## src/plms_pkg.sv

```systemverilog
package plms_pkg;

    // ****************************************
    // clock and timing
    // ****************************************
    localparam int CLK_HZ = 10_000_000;
    localparam int MS_TIME = 1;
    localparam int MS_CYC = CLK_HZ / 1000 * MS_TIME;
    localparam int DET_LIMIT_MS = 500;
    localparam int SLEEP_JIT_NEG_MS = 80;
    localparam int SLEEP_JIT_POS_MS = 60;
    localparam int SLEEP_JIT_SPAN = SLEEP_JIT_NEG_MS + SLEEP_JIT_POS_MS + 1;
    localparam int BURST_GAP_MS = 16;
    localparam int BURST_MAX = 3;
    localparam logic [15:0] SLEEP_MS [4] = '{16'h03e8, 16'h07d0, 16'h0bb8, 16'h0fa0};
    localparam logic [15:0] WAKE_MS [4] = '{16'h0010, 16'h0030, 16'h0060, 16'h00c0};
    localparam logic [15:0] LINK_TO_MS [4] = '{16'h03e8, 16'h07d0, 16'h0bb8, 16'h0fa0};

    // ****************************************
    // register offsets
    // ****************************************
    localparam logic [7:0] ADR_BASIC_CTRL = 8'h00;
    localparam logic [7:0] ADR_BASIC_STAT = 8'h04;
    localparam logic [7:0] ADR_MEDIA_CTRL = 8'h08;
    localparam logic [7:0] ADR_EXT_CTRL1 = 8'h0c;
    localparam logic [7:0] ADR_INLINE_CTRL = 8'h10;
    localparam logic [7:0] ADR_INT_STAT = 8'h14;
    localparam logic [7:0] ADR_POWER_CTRL = 8'h18;

    // ****************************************
    // field positions
    // ****************************************
    localparam int BC_AN_EN_BIT = 12;
    localparam int BS_LINK_BIT = 2;
    localparam int MC_MODE_LSB = 8;
    localparam int MC_PREF_BIT = 11;
    localparam int E1_SLEEP_LSB = 13;
    localparam int E1_WAKE_LSB = 11;
    localparam int E1_MEDIA_LSB = 6;
    localparam int IC_DET_EN_BIT = 10;
    localparam int IC_DET_ST_LSB = 8;
    localparam int IS_DET_BIT = 9;
    localparam int PC_TO_HI_BIT = 7;
    localparam int PC_LPS_EN_BIT = 6;
    localparam int PC_TO_LO_BIT = 2;

    // ****************************************
    // reset values and codes
    // ****************************************
    localparam logic AN_EN_RST = 1'b1;
    localparam logic PREF_RST = 1'b0;
    localparam logic [2:0] MODE_RST = 3'h6;
    localparam logic [1:0] SLEEP_RST = 2'h1;
    localparam logic [1:0] WAKE_RST = 2'h1;
    localparam logic [1:0] LINK_TO_RST = 2'h1;
    localparam logic LPS_EN_RST = 1'b0;
    localparam logic [2:0] MODE_SER_PCS = 3'h6;
    localparam logic [2:0] MODE_SER_PASS = 3'h5;
    localparam logic [2:0] MODE_FX = 3'h7;
    localparam logic [1:0] MEDIA_NONE = 2'h0;
    localparam logic [1:0] MEDIA_COPPER = 2'h1;
    localparam logic [1:0] MEDIA_SERIAL = 2'h2;
    localparam logic [1:0] DET_ST_SEARCH = 2'h0;
    localparam logic [1:0] DET_ST_FOUND = 2'h1;
    localparam logic [1:0] DET_ST_NONE = 2'h2;

    typedef enum logic [1:0] {LPS_OFF, LPS_SLEEP, LPS_WAKE, LPS_NORMAL} plms_lps_t;
    typedef enum logic [1:0] {DET_IDLE, DET_LOOK, DET_AN} plms_det_t;

endpackage

```

## src/plms_sync.sv

```systemverilog
`timescale 1ns/1ps
module plms_sync #(
    parameter int WIDTH = 1
) (
    // clock
    input wire logic clk_i,
    input wire logic rst_i,
    input wire logic ce_i,
    // levels
    input wire logic [WIDTH-1:0] d_i,
    output logic [WIDTH-1:0] q_o
);
    // ****************************************
    // two stage synchroniser
    // ****************************************
    logic [WIDTH-1:0] meta;

    always_ff @(posedge clk_i) begin
        if (rst_i) begin
            meta <= '0;
            q_o <= '0;
        end else if (ce_i) begin
            meta <= d_i;
            q_o <= meta;
        end
    end
endmodule

```

## src/plms_top.sv

```systemverilog
// The register offsets and the Wishbone interface to the registers were left to the implementer.
`timescale 1ns/1ps
module plms_top
    import plms_pkg::*;
#(
    parameter int MS_CYCLES = plms_pkg::MS_CYC,
    parameter int DET_MS = plms_pkg::DET_LIMIT_MS
) (
    // clock and reset
    input wire logic clk_i,
    input wire logic rst_i,
    input wire logic ce_i,
    // wishbone slave
    input wire logic wb_cyc_i,
    input wire logic wb_stb_i,
    input wire logic wb_we_i,
    input wire logic [7:0] wb_adr_i,
    input wire logic [3:0] wb_sel_i,
    input wire logic [31:0] wb_dat_i,
    output logic [31:0] wb_dat_o,
    output logic wb_ack_o,
    // media status pins
    input wire logic copper_link_i,
    input wire logic copper_try_i,
    input wire logic serial_link_i,
    input wire logic energy_i,
    input wire logic flp_loop_i,
    // media control
    output logic copper_en_o,
    output logic serial_en_o,
    output logic [1:0] media_sel_o,
    output logic an_run_o,
    output logic pd_flp_o,
    output logic management_interrupt_o,
    // power save
    output logic low_power_o,
    output logic wake_burst_o,
    output logic wake_pair_b_o
);
    import plms_pkg::*;

    if (MS_CYCLES < 1 || MS_CYCLES >= (1 << 24)) $error("ms prescale out of range");
    if (DET_MS < 1 || DET_MS >= (1 << 16)) $error("detection limit out of range");

    // ****************************************
    // pin synchronisers
    // ****************************************
    logic [4:0] pins_s;
    logic cu_link, cu_try, ser_link, energy, flp_loop;

    plms_sync #(.WIDTH(5)) u_sync (
        .clk_i(clk_i),
        .rst_i(rst_i),
        .ce_i(ce_i),
        .d_i({copper_link_i, copper_try_i, serial_link_i, energy_i, flp_loop_i}),
        .q_o(pins_s)
    );
    assign {cu_link, cu_try, ser_link, energy, flp_loop} = pins_s;

    // ****************************************
    // control registers
    // ****************************************
    logic an_en, pref_serial, det_en, lps_en, det_irq;
    logic [2:0] media_mode;
    logic [1:0] sleep_sel, wake_sel, link_to_sel, det_st;
    logic req, wr_fire, rd_fire;

    assign req = wb_cyc_i & wb_stb_i;
    assign wr_fire = req & wb_ack_o & wb_we_i;
    assign rd_fire = req & wb_ack_o & ~wb_we_i;

    function automatic logic [15:0] merge(input logic [15:0] old, input logic [31:0] d,
                                          input logic [3:0] sel);
        merge = {sel[1] ? d[15:8] : old[15:8], sel[0] ? d[7:0] : old[7:0]};
    endfunction

    logic [15:0] wr_bc, wr_mc, wr_e1, wr_ic, wr_pc;
    assign wr_bc = merge({3'h0, an_en, 12'h000}, wb_dat_i, wb_sel_i);
    assign wr_mc = merge({4'h0, pref_serial, media_mode, 8'h00}, wb_dat_i, wb_sel_i);
    assign wr_e1 = merge({1'b0, sleep_sel, wake_sel, 11'h000}, wb_dat_i, wb_sel_i);
    assign wr_ic = merge({5'h00, det_en, 10'h000}, wb_dat_i, wb_sel_i);
    assign wr_pc = merge({8'h00, link_to_sel[1], lps_en, 3'h0, link_to_sel[0], 2'h0},
                         wb_dat_i, wb_sel_i);

    always_ff @(posedge clk_i) begin
        if (rst_i) begin
            an_en <= AN_EN_RST;
            pref_serial <= PREF_RST;
            media_mode <= MODE_RST;
            sleep_sel <= SLEEP_RST;
            wake_sel <= WAKE_RST;
            det_en <= 1'b0;
            lps_en <= LPS_EN_RST;
            link_to_sel <= LINK_TO_RST;
        end else if (ce_i && wr_fire) begin
            unique case (wb_adr_i)
                ADR_BASIC_CTRL: an_en <= wr_bc[BC_AN_EN_BIT];
                ADR_MEDIA_CTRL: begin
                    pref_serial <= wr_mc[MC_PREF_BIT];
                    media_mode <= wr_mc[MC_MODE_LSB +: 3];
                end
                ADR_EXT_CTRL1: begin
                    sleep_sel <= wr_e1[E1_SLEEP_LSB +: 2];
                    wake_sel <= wr_e1[E1_WAKE_LSB +: 2];
                end
                ADR_INLINE_CTRL: det_en <= wr_ic[IC_DET_EN_BIT];
                ADR_POWER_CTRL: begin
                    lps_en <= wr_pc[PC_LPS_EN_BIT];
                    link_to_sel <= {wr_pc[PC_TO_HI_BIT], wr_pc[PC_TO_LO_BIT]};
                end
                default: ;
            endcase
        end
    end

    // ****************************************
    // automatic media selection
    // ****************************************
    logic ams_mode, pass_mode, link_up;
    logic [1:0] next_media;

    assign ams_mode = (media_mode == MODE_SER_PCS) || (media_mode == MODE_SER_PASS) ||
                      (media_mode == MODE_FX);
    assign pass_mode = media_mode == MODE_SER_PASS;

    always_comb begin
        next_media = MEDIA_NONE;
        if (!ams_mode) begin
            next_media = cu_link ? MEDIA_COPPER : MEDIA_NONE;
        end else if (pref_serial) begin
            if (ser_link) next_media = MEDIA_SERIAL;
            else if (cu_link) next_media = MEDIA_COPPER;
        end else begin
            if (cu_link || cu_try) next_media = MEDIA_COPPER;
            else if (ser_link) next_media = MEDIA_SERIAL;
        end
    end

    always_ff @(posedge clk_i) begin
        if (rst_i) begin
            media_sel_o <= MEDIA_NONE;
            copper_en_o <= 1'b1;
            serial_en_o <= 1'b0;
        end else if (ce_i) begin
            media_sel_o <= next_media;
            // copper may not link while a preferred serial link exists
            copper_en_o <= !(ams_mode && pref_serial && ser_link);
            serial_en_o <= ams_mode && (pref_serial || !(cu_link || cu_try));
        end
    end

    // pass-through hides the serial side from the standard status
    assign link_up = pass_mode ? cu_link :
                     (media_sel_o == MEDIA_COPPER) ? cu_link :
                     (media_sel_o == MEDIA_SERIAL) ? ser_link : 1'b0;

    // ****************************************
    // millisecond tick and random source
    // ****************************************
    logic [23:0] pre_cnt;
    logic ms_tick;
    logic [7:0] lfsr;

    always_ff @(posedge clk_i) begin
        if (rst_i) begin
            pre_cnt <= '0;
            ms_tick <= 1'b0;
        end else if (ce_i) begin
            ms_tick <= pre_cnt == 24'(MS_CYCLES - 1);
            pre_cnt <= (pre_cnt == 24'(MS_CYCLES - 1)) ? '0 : pre_cnt + 24'h000001;
        end
    end

    always_ff @(posedge clk_i) begin
        if (rst_i) lfsr <= 8'h01;
        else if (ce_i) lfsr <= {lfsr[6:0], lfsr[7] ^ lfsr[5] ^ lfsr[4] ^ lfsr[3]};
    end

    // ****************************************
    // powered device detection
    // ****************************************
    plms_det_t det_state;
    logic [15:0] det_ms;
    logic det_active, link_seen, det_set;

    assign det_active = det_en & an_en;
    assign det_set = ce_i && det_state == DET_LOOK && det_active && flp_loop &&
                     det_st != DET_ST_FOUND;

    always_ff @(posedge clk_i) begin
        if (rst_i) begin
            det_state <= DET_IDLE;
            det_st <= DET_ST_SEARCH;
            det_ms <= '0;
            link_seen <= 1'b0;
        end else if (ce_i) begin
            unique case (det_state)
                DET_IDLE: begin
                    det_ms <= '0;
                    link_seen <= 1'b0;
                    if (det_active) begin
                        det_state <= DET_LOOK;
                        det_st <= DET_ST_SEARCH;
                    end
                end
                DET_LOOK: begin
                    if (!det_active) begin
                        det_state <= DET_IDLE;
                    end else if (flp_loop) begin
                        det_st <= DET_ST_FOUND;
                        det_ms <= '0;
                    end else if (det_ms >= 16'(DET_MS)) begin
                        det_st <= DET_ST_NONE;
                        det_state <= DET_AN;
                        link_seen <= 1'b0;
                    end else if (ms_tick) begin
                        det_ms <= det_ms + 16'h0001;
                    end
                end
                DET_AN: begin
                    if (!det_active) begin
                        det_state <= DET_IDLE;
                    end else if (link_up) begin
                        link_seen <= 1'b1;
                    end else if (link_seen) begin
                        det_state <= DET_LOOK;
                        det_st <= DET_ST_SEARCH;
                        det_ms <= '0;
                    end
                end
            endcase
        end
    end

    always_ff @(posedge clk_i) begin
        if (rst_i) begin
            pd_flp_o <= 1'b0;
            an_run_o <= 1'b0;
        end else if (ce_i) begin
            pd_flp_o <= det_state == DET_LOOK;
            an_run_o <= an_en && det_state != DET_LOOK;
        end
    end

    // set wins over the read that clears it
    always_ff @(posedge clk_i) begin
        if (rst_i) det_irq <= 1'b0;
        else if (det_set) det_irq <= 1'b1;
        else if (ce_i && rd_fire && wb_adr_i == ADR_INT_STAT) det_irq <= 1'b0;
    end
    assign management_interrupt_o = det_irq;

    // ****************************************
    // link idle power save
    // ****************************************
    plms_lps_t lps_state;
    logic [15:0] lps_ms, sleep_tgt, jit;
    logic [1:0] bursts;
    logic [7:0] lfsr_w;

    assign lfsr_w = (lfsr >= 8'(SLEEP_JIT_SPAN)) ? lfsr - 8'(SLEEP_JIT_SPAN) : lfsr;
    assign jit = {8'h00, lfsr_w};

    always_ff @(posedge clk_i) begin
        if (rst_i) begin
            lps_state <= LPS_SLEEP;
            lps_ms <= '0;
            sleep_tgt <= SLEEP_MS[SLEEP_RST];
            bursts <= '0;
            wake_burst_o <= 1'b0;
            wake_pair_b_o <= 1'b0;
        end else if (ce_i) begin
            wake_burst_o <= 1'b0;
            unique case (lps_state)
                LPS_OFF: begin
                    lps_ms <= '0;
                    sleep_tgt <= SLEEP_MS[sleep_sel] + jit - 16'(SLEEP_JIT_NEG_MS);
                    if (lps_en) lps_state <= LPS_SLEEP;
                end
                LPS_SLEEP: begin
                    if (!lps_en) begin
                        lps_state <= LPS_OFF;
                    end else if (energy) begin
                        lps_state <= LPS_NORMAL;
                        lps_ms <= '0;
                    end else if (lps_ms >= sleep_tgt) begin
                        lps_state <= LPS_WAKE;
                        lps_ms <= '0;
                        bursts <= 2'h0;
                        wake_pair_b_o <= 1'b0;
                    end else if (ms_tick) begin
                        lps_ms <= lps_ms + 16'h0001;
                    end
                end
                LPS_WAKE: begin
                    if (bursts == 2'h0) begin
                        bursts <= 2'h1;
                        wake_burst_o <= 1'b1;
                    end
                    if (!lps_en) begin
                        lps_state <= LPS_OFF;
                    end else if (energy) begin
                        lps_state <= LPS_NORMAL;
                        lps_ms <= '0;
                    end else if (lps_ms >= WAKE_MS[wake_sel]) begin
                        lps_state <= LPS_SLEEP;
                        lps_ms <= '0;
                        // random offset keeps two sleeping ends from locking step
                        sleep_tgt <= SLEEP_MS[sleep_sel] + jit - 16'(SLEEP_JIT_NEG_MS);
                    end else if (ms_tick) begin
                        lps_ms <= lps_ms + 16'h0001;
                        if (lps_ms + 16'h0001 == 16'(BURST_GAP_MS) * {14'h0, bursts} &&
                            bursts < 2'(BURST_MAX)) begin
                            bursts <= bursts + 2'h1;
                            wake_burst_o <= 1'b1;
                            wake_pair_b_o <= ~wake_pair_b_o;
                        end
                    end
                end
                LPS_NORMAL: begin
                    if (!lps_en) begin
                        lps_state <= LPS_OFF;
                    end else if (link_up || !an_en) begin
                        lps_ms <= '0;
                    end else if (lps_ms >= LINK_TO_MS[link_to_sel]) begin
                        lps_state <= LPS_SLEEP;
                        lps_ms <= '0;
                        sleep_tgt <= SLEEP_MS[sleep_sel] + jit - 16'(SLEEP_JIT_NEG_MS);
                    end else if (ms_tick) begin
                        lps_ms <= lps_ms + 16'h0001;
                    end
                end
            endcase
        end
    end

    always_ff @(posedge clk_i) begin
        if (rst_i) low_power_o <= 1'b0;
        else if (ce_i) low_power_o <= lps_en && lps_state == LPS_SLEEP;
    end

    // ****************************************
    // wishbone read path
    // ****************************************
    logic [15:0] rd_val;

    always_comb begin
        rd_val = 16'h0000;
        unique case (wb_adr_i)
            ADR_BASIC_CTRL: rd_val[BC_AN_EN_BIT] = an_en;
            ADR_BASIC_STAT: rd_val[BS_LINK_BIT] = link_up;
            ADR_MEDIA_CTRL: begin
                rd_val[MC_PREF_BIT] = pref_serial;
                rd_val[MC_MODE_LSB +: 3] = media_mode;
            end
            ADR_EXT_CTRL1: begin
                rd_val[E1_SLEEP_LSB +: 2] = sleep_sel;
                rd_val[E1_WAKE_LSB +: 2] = wake_sel;
                rd_val[E1_MEDIA_LSB +: 2] = media_sel_o;
            end
            ADR_INLINE_CTRL: begin
                rd_val[IC_DET_EN_BIT] = det_en;
                rd_val[IC_DET_ST_LSB +: 2] = det_st;
            end
            ADR_INT_STAT: rd_val[IS_DET_BIT] = det_irq;
            ADR_POWER_CTRL: begin
                rd_val[PC_TO_HI_BIT] = link_to_sel[1];
                rd_val[PC_LPS_EN_BIT] = lps_en;
                rd_val[PC_TO_LO_BIT] = link_to_sel[0];
            end
            default: rd_val = 16'h0000;
        endcase
    end

    // one wait state: ack follows the first request cycle
    always_ff @(posedge clk_i) begin
        if (rst_i) begin
            wb_ack_o <= 1'b0;
            wb_dat_o <= '0;
        end else if (ce_i) begin
            wb_ack_o <= req & ~wb_ack_o;
            if (req && !wb_ack_o) wb_dat_o <= {16'h0000, rd_val};
        end
    end
endmodule

```

## config.mk

```make
export PLATFORM = sky130hd
export DESIGN_NAME = plms_top
export DESIGN_NICKNAME = d
export VERILOG_FILES = /design/src/plms_pkg.sv /design/src/plms_sync.sv /design/src/plms_top.sv
export SDC_FILE = /design/constraint.sdc
export NUM_CORES = 1
export LEC_CHECK = 0
export ABC_CLOCK_PERIOD_IN_PS = 5110
export BUFFER_PORTS_ARGS = -buffer_cell sky130_fd_sc_hd__buf_2
export CORE_ASPECT_RATIO = 1.4
export CORE_MARGIN = 5
export CORE_UTILIZATION = 45
export DETAILED_ROUTE_END_ITERATION = 7
export PLACE_DENSITY = 0.72
export SYNTH_ARGS = -nofsm -noshare
export SYNTH_HDL_FRONTEND = slang
export SYNTH_SLANG_ARGS = --single-unit
```

## constraint.sdc

```tcl
create_clock -name clk_i -period 5.11 [get_ports clk_i]
set_input_delay 0.2555 -clock clk_i [delete_from_list [all_inputs] [get_ports clk_i]]
set_output_delay 0.2555 -clock clk_i [all_outputs]
set_load 0.02 [all_outputs]
```

Yosys cells after proc, flatten, opt, wreduce, memory -nomap -nowiden:

Cells that the tools add are included.

* flip-flop bits (word level): 134
* output and inout bits: 43
* logic and storage cells: 274

* $add $sub $neg: 7
* order comparisons: 9
* equality and inequality tests: 52
* muxes and demuxes: 114
* bitwise operators: 15
* reductions and logical operators: 45

Operators by type and width (count)
* 16-bit two-way mux: 29
* 16-bit binary-select mux with 2-bit select: 3
* 16-bit case mux with 3 select lines: 2
* 2-bit two-way mux: 38
* 16-bit case mux with 4 select lines: 1
* 16-bit >= comparator: 3
* 2-bit != test, second input constant: 21
* 16-bit by 1-bit adder with 16-bit output, second input constant: 2
* 1-bit two-way mux: 26
* 24-bit by 1-bit adder with 24-bit output, second input constant: 1
* 24-bit by 14-bit equality test with 1-bit output, second input constant: 1
* 8-bit by 5-bit equality test with 1-bit output, second input constant: 3
* 24-bit two-way mux: 1
* 3-bit != test, second input constant: 6
* 6-bit AND reduction: 3
* 16-bit by 8-bit adder with 16-bit output: 1
* 16-bit by 6-bit equality test with 1-bit output: 1
* 8-bit by 4-bit equality test with 1-bit output, second input constant: 2
* 16-bit by 9-bit >= comparator with 1-bit output, second input constant: 1
* 16-bit by 7-bit subtractor with 16-bit output, second input constant: 1
* 3-bit AND reduction: 5
* 1-bit logical AND: 14
* 7-bit AND reduction: 2
* 1-bit case mux with 2 select lines: 6
* other kinds (32): 69

Longest topological paths before layout:

* depth after elaboration: 10
* mapped depth: 17
* mapped depth without buffers: 17

Hierarchy:

From an unflattened synthesis, not the netlist that was laid out.

* cells, all modules: 901
* area, all modules: 7412.1 um^2

By module, submodules not included
* plms_top: times used 1, cells each 869, area each 7059.3 um^2, seq. area each 2422.3 um^2
* plms_sync: times used 1, cells each 32, area each 352.8 um^2, seq. area each 200.2 um^2

Worst setup path before layout:

No wires, ideal clock.

* kind: flip-flop to flip-flop
* from: register lfsr[0]
* to: register sleep_tgt[10]
* data arrival time: 3056 ps
* path slack: 1935 ps
* stages on the path, launching flop included: 16
* period minus slack after synthesis: 3175 ps
* cells stage by stage: dfxtp_1 inv_1 ha_1 nor2b_1 o21ai_0 nand2_1 nor3b_1 xor2_1 ha_1 ha_1 fa_1 a21o_1 a21oi_1 xnor2_1 nor2_1 a211o_1

* word-level cells in the longest chain between the ends: 8

Ends and longest elaborated chain
* from (decl): RTL line plms_top.sv:162 `logic [7:0] lfsr;`
* from (signal assigned): RTL line plms_top.sv:176 `else if (ce_i) lfsr <= {lfsr[6:0], lfsr[7] ^ lfsr[5] ^ lfsr[4] ^ lfsr[3]};`
* 8-bit subtractor / 8-bit >= comparator (equally long branches): RTL line plms_top.sv:261 `assign lfsr_w = (lfsr >= 8'(SLEEP_JIT_SPAN)) ? lfsr - 8'(SLEEP_JIT_SPAN) : lfsr;`
* 8-bit two-way mux (*): RTL line plms_top.sv:261
* 16-bit by 8-bit adder with 16-bit output (*): RTL line plms_top.sv:277, plms_top.sv:309, plms_top.sv:328
* 16-bit by 7-bit subtractor with 16-bit output (*): RTL line plms_top.sv:277, plms_top.sv:309, plms_top.sv:328
* 16-bit two-way mux (on tied branches): RTL line plms_top.sv:325, plms_top.sv:305
* 16-bit two-way mux (on tied branches): RTL line plms_top.sv:323, plms_top.sv:302
* 16-bit two-way mux (on tied branches): RTL line plms_top.sv:321, plms_top.sv:300
* 16-bit case mux with 3 select lines (*): RTL line plms_top.sv:274 `unique case (lps_state)`
* to (signal assigned): RTL line plms_top.sv:268 `sleep_tgt <= SLEEP_MS[SLEEP_RST];`
* to (signal assigned): RTL line plms_top.sv:277 `sleep_tgt <= SLEEP_MS[sleep_sel] + jit - 16'(SLEEP_JIT_NEG_MS);`
* to (signal assigned): RTL line plms_top.sv:328 `sleep_tgt <= SLEEP_MS[sleep_sel] + jit - 16'(SLEEP_JIT_NEG_MS);`
* to (decl): RTL line plms_top.sv:257 `logic [15:0] lps_ms, sleep_tgt, jit;`

Mark *: on every way between the ends. The rest lies on a longest branch, timed or not. The select of a mux whose other input is x is not followed.
A chain may end at the register's enable or synchronous reset.

Worst setup path after layout:

Same ends and word-level chain as after synthesis.

==> flow_metrics.tcl <==
set metrics [dict create \
    outcome "completed" \
    final.min_clock_period_ps 3530 \
    synth_area_leaders "dfxtp_1, ha_1, nor2_1" \
    postLayoutCoreUtil_pct 51.3 \
    critPathLaunchType "flop" \
    clkTransAtPathRegs_ps 50 \
    initialDrtViolationCount 437 \
    overflow 0 \
    dp_hpwl_um 12400 \
    rsz0062_at_grt "no" \
    met1_usage_pct 20.8 \
    dieArea_um2 19400 \
    cts_tree "done" \
    p_sw_share_pct 23.1 \
    final_area_um2 8340 \
    crit_buf_inv 2 \
    antenna_found_initial 1 \
    period_share_pct 69.1 \
    cts_buffer_depth 2 \
    worstPathRequired_ps 5410 \
    cts_setup_buffers 0 \
    wirelength_um 16900 \
    initial_utilization_pct 46.1 \
    clock.fmax_mhz 283 \
    final_hold_viol_count 0 \
    htreeDepth 4 \
    async_reset_ff_share_pct 0 \
    top_usage_layer "met2" \
    place_congestion 0.879 \
    coreArea_um2 16200 \
    post-place-ws_ps 1600 \
    slew_violations 0 \
    drc_errors 0 \
    slew-limit-headroom_pct 35.4 \
    track_usage_pct 17.7 \
    p_sw_uw 561 \
    die_w_um 119 \
    setup_tns_ps 0 \
    grt_pass1_vias 5895 \
    fin_skew_ps 6.75 \
    worst_hold_path_type "in -> reg" \
    ant_nets 0 \
    end_kind "flop" \
    yosys.cell_types.count 76 \
    post_drt_via_cell_ratio 5.51 \
    cp_top_family "adder cells" \
    yosysTopAreaCellShare_pct 35.0 \
    grt_max_degree 42 \
    first_pass_iters 5 \
    drv_cap 0 \
    crit_arrival_ps 3830 \
    grt_use_met3_pct 4.13 \
    netlist_area_um2 7490 \
    hold_slack_ps 63.2 \
    synthesis.instances 904 \
    io_buffers 51 \
    p_clk_share_pct 50.9 \
    power_leakage_nw 3.38 \
    tightest_slew_ps 967 \
    nets 1035 \
    met2_usage_pct 31.5 \
    wl_per_cell_um 14.8 \
    ys_seq_area_share_pct 35.0 \
    path_cells "inv_1 > ha_1 > nor2b_1 > o21ai_0 > nand2_1 > nor3_1 > xnor2_1 > ha_1 > inv_1 > fa_1 > a21o_1 > a21oi_1 > xnor2_1 > nor2_1 > a211o_1" \
    pwr-share-seq_pct 43.4 \
    clk_latency_ps 420 \
    cp_slowest_cell "fa_1" \
    crit_path_max_incr_delay_ps 460 \
    yosysTopAreaCell "dfxtp_1" \
    power.density_nw_per_um2 291 \
    io_pins 98 \
    layout-drive-gt1-share_pct 10.7 \
    rows 55 \
    grt_pass1_wl_um 28200 \
    worst-path-max-fanout 6 \
    synthFlopType "dfxtp_1" \
    die_h_um 163 \
    via_count 6313 \
    ys_ff_latch 131 \
    avgSynthCellArea_um2 8.28 \
    total_power_mw 2.43 \
    post_cts_resized 0 \
    finalSetupViolations 0 \
    stdcell_count 1145 \
    placed_area_um2 7740 \
    postCtsHoldBufs 0 \
    cts_buffers 17 \
    ys_warn_count 0 \
    clock_sink_count 131 \
    cts-root-buf "clkbuf_16" \
    antenna_cells 0 \
    comb_power_share_pct 5.8 \
    synth_edf_count 0 \
    critPathKind "reg -> reg" \
    fin_ws_ps 1580 \
    max-vdd-ir-drop_v 0.000170 \
    synthToLayoutAreaGrowth_pct 11.3 \
    internal_power_mw 1.87 \
    dp_cells 1114 \
]
-- placed cells by master (no fill, tap or decap), drive strengths merged, types with 10 or more instances in the layout --
cell type,count
a211o,11
a21oi,42
and2,15
and3,16
buf,54
clkbuf,20
conb,22
dfxtp,131
ha,45
inv,54
mux2i,38
nand2,74
nand2b,11
nand3,42
nand4,22
nor2,105
nor2b,16
nor3,17
nor4,10
o21ai,33
or3,15
xnor2,24
xor2,24
-- sequential cells by signal, indices dropped and copies added (netlist names), 3 cells and up --
| name | flops |
|---|---|
| pre_cnt | 24 |
| det_ms | 16 |
| sleep_tgt | 13 |
| wb_dat_o | 10 |
| lfsr | 8 |
| u_sync.meta | 5 |
| u_sync.q_o | 5 |
| lps_ms | 16 |
| media_mode | 3 |
-- metal layers --
layer,vias to the layer above,routed length (um)
met5,-,13
met4,2,272
met3,19,945
met2,159,8520
met1,2962,7160
li1,3171,-
-- kinds of logic after synthesis --
kind of cell,Yosys count,synth area share (%)
AND/OR/NAND/NOR,364,24.6
buffers and inverters,116,7.37
multiplexers,39,5.23
AO/OA/AOI/OAI,159,14.3
adder cells (fa/ha/maj),46,7.79
other,1,0.0501
XOR/XNOR,48,5.61
flip-flops,131,35.0
-- cell type report --
cell class / count / area, um^2
multi-input cells: 678 / 4390
well taps: 199 / 249
flip-flops and latches: 131 / 2620
clock buffers: 20 / 447
inverters: 52 / 195
clock inverters: 11 / 154
fillers: 1520 / 7900
repair buffers: 54 / 278
-- worst paths after layout --
path / endpoint / cells past startpoint / slack, ps / startpoint
setup / recovery: sleep_tgt[10]$_SDFFE_PP1P_ / 15 / 1580 / lfsr[0]$_SDFFE_PP1P_
hold / removal: sleep_sel[0]$_SDFFE_PP1P_ / 3 / 60 / wb_dat_i[13]
hold reg to reg: wb_dat_o[13]$_SDFFE_PP0P_ / 2 / 450 / wb_dat_o[13]$_SDFFE_PP0P_
setup reg to reg: sleep_tgt[10]$_SDFFE_PP1P_ / 15 / 1580 / lfsr[0]$_SDFFE_PP1P_
-- cell usage after synthesis (all sizes together) (17+ instances only) --
library cell	instances
mux2i	38
inv	52
o21ai	33
buf	35
xor2	24
nand2	74
nand3	42
dfxtp	131
xnor2	24
nor2	105
nand4	22
a21oi	42
nor3	17
ha	45
clkbuf	29
-- power groups by stage --
stage	Clock, mW	Combinational, mW	Sequential (mW)
6_report	1.23	0.140	1.05
5_1_grt	1.30	0.157	1.05
4_1_cts	1.26	0.141	1.05
3_5_place_dp	0	0.140	1.07
3_3_place_gp	0	0.139	1.07
2_1_floorplan	0	0.117	1.07
-- worst reg2reg max path, stage by stage (launching register included) --
cell	delay, ps
dfxtp_1	410
inv_1	90
ha_1	240
nor2b_1	150
o21ai_0	230
nand2_1	200
nor3_1	260
xnor2_1	100
ha_1	280
inv_1	60
fa_1	460
a21o_1	200
a21oi_1	240
xnor2_1	160
nor2_1	60
a211o_1	280
Note: power is estimated with default switching activity, not from simulation.
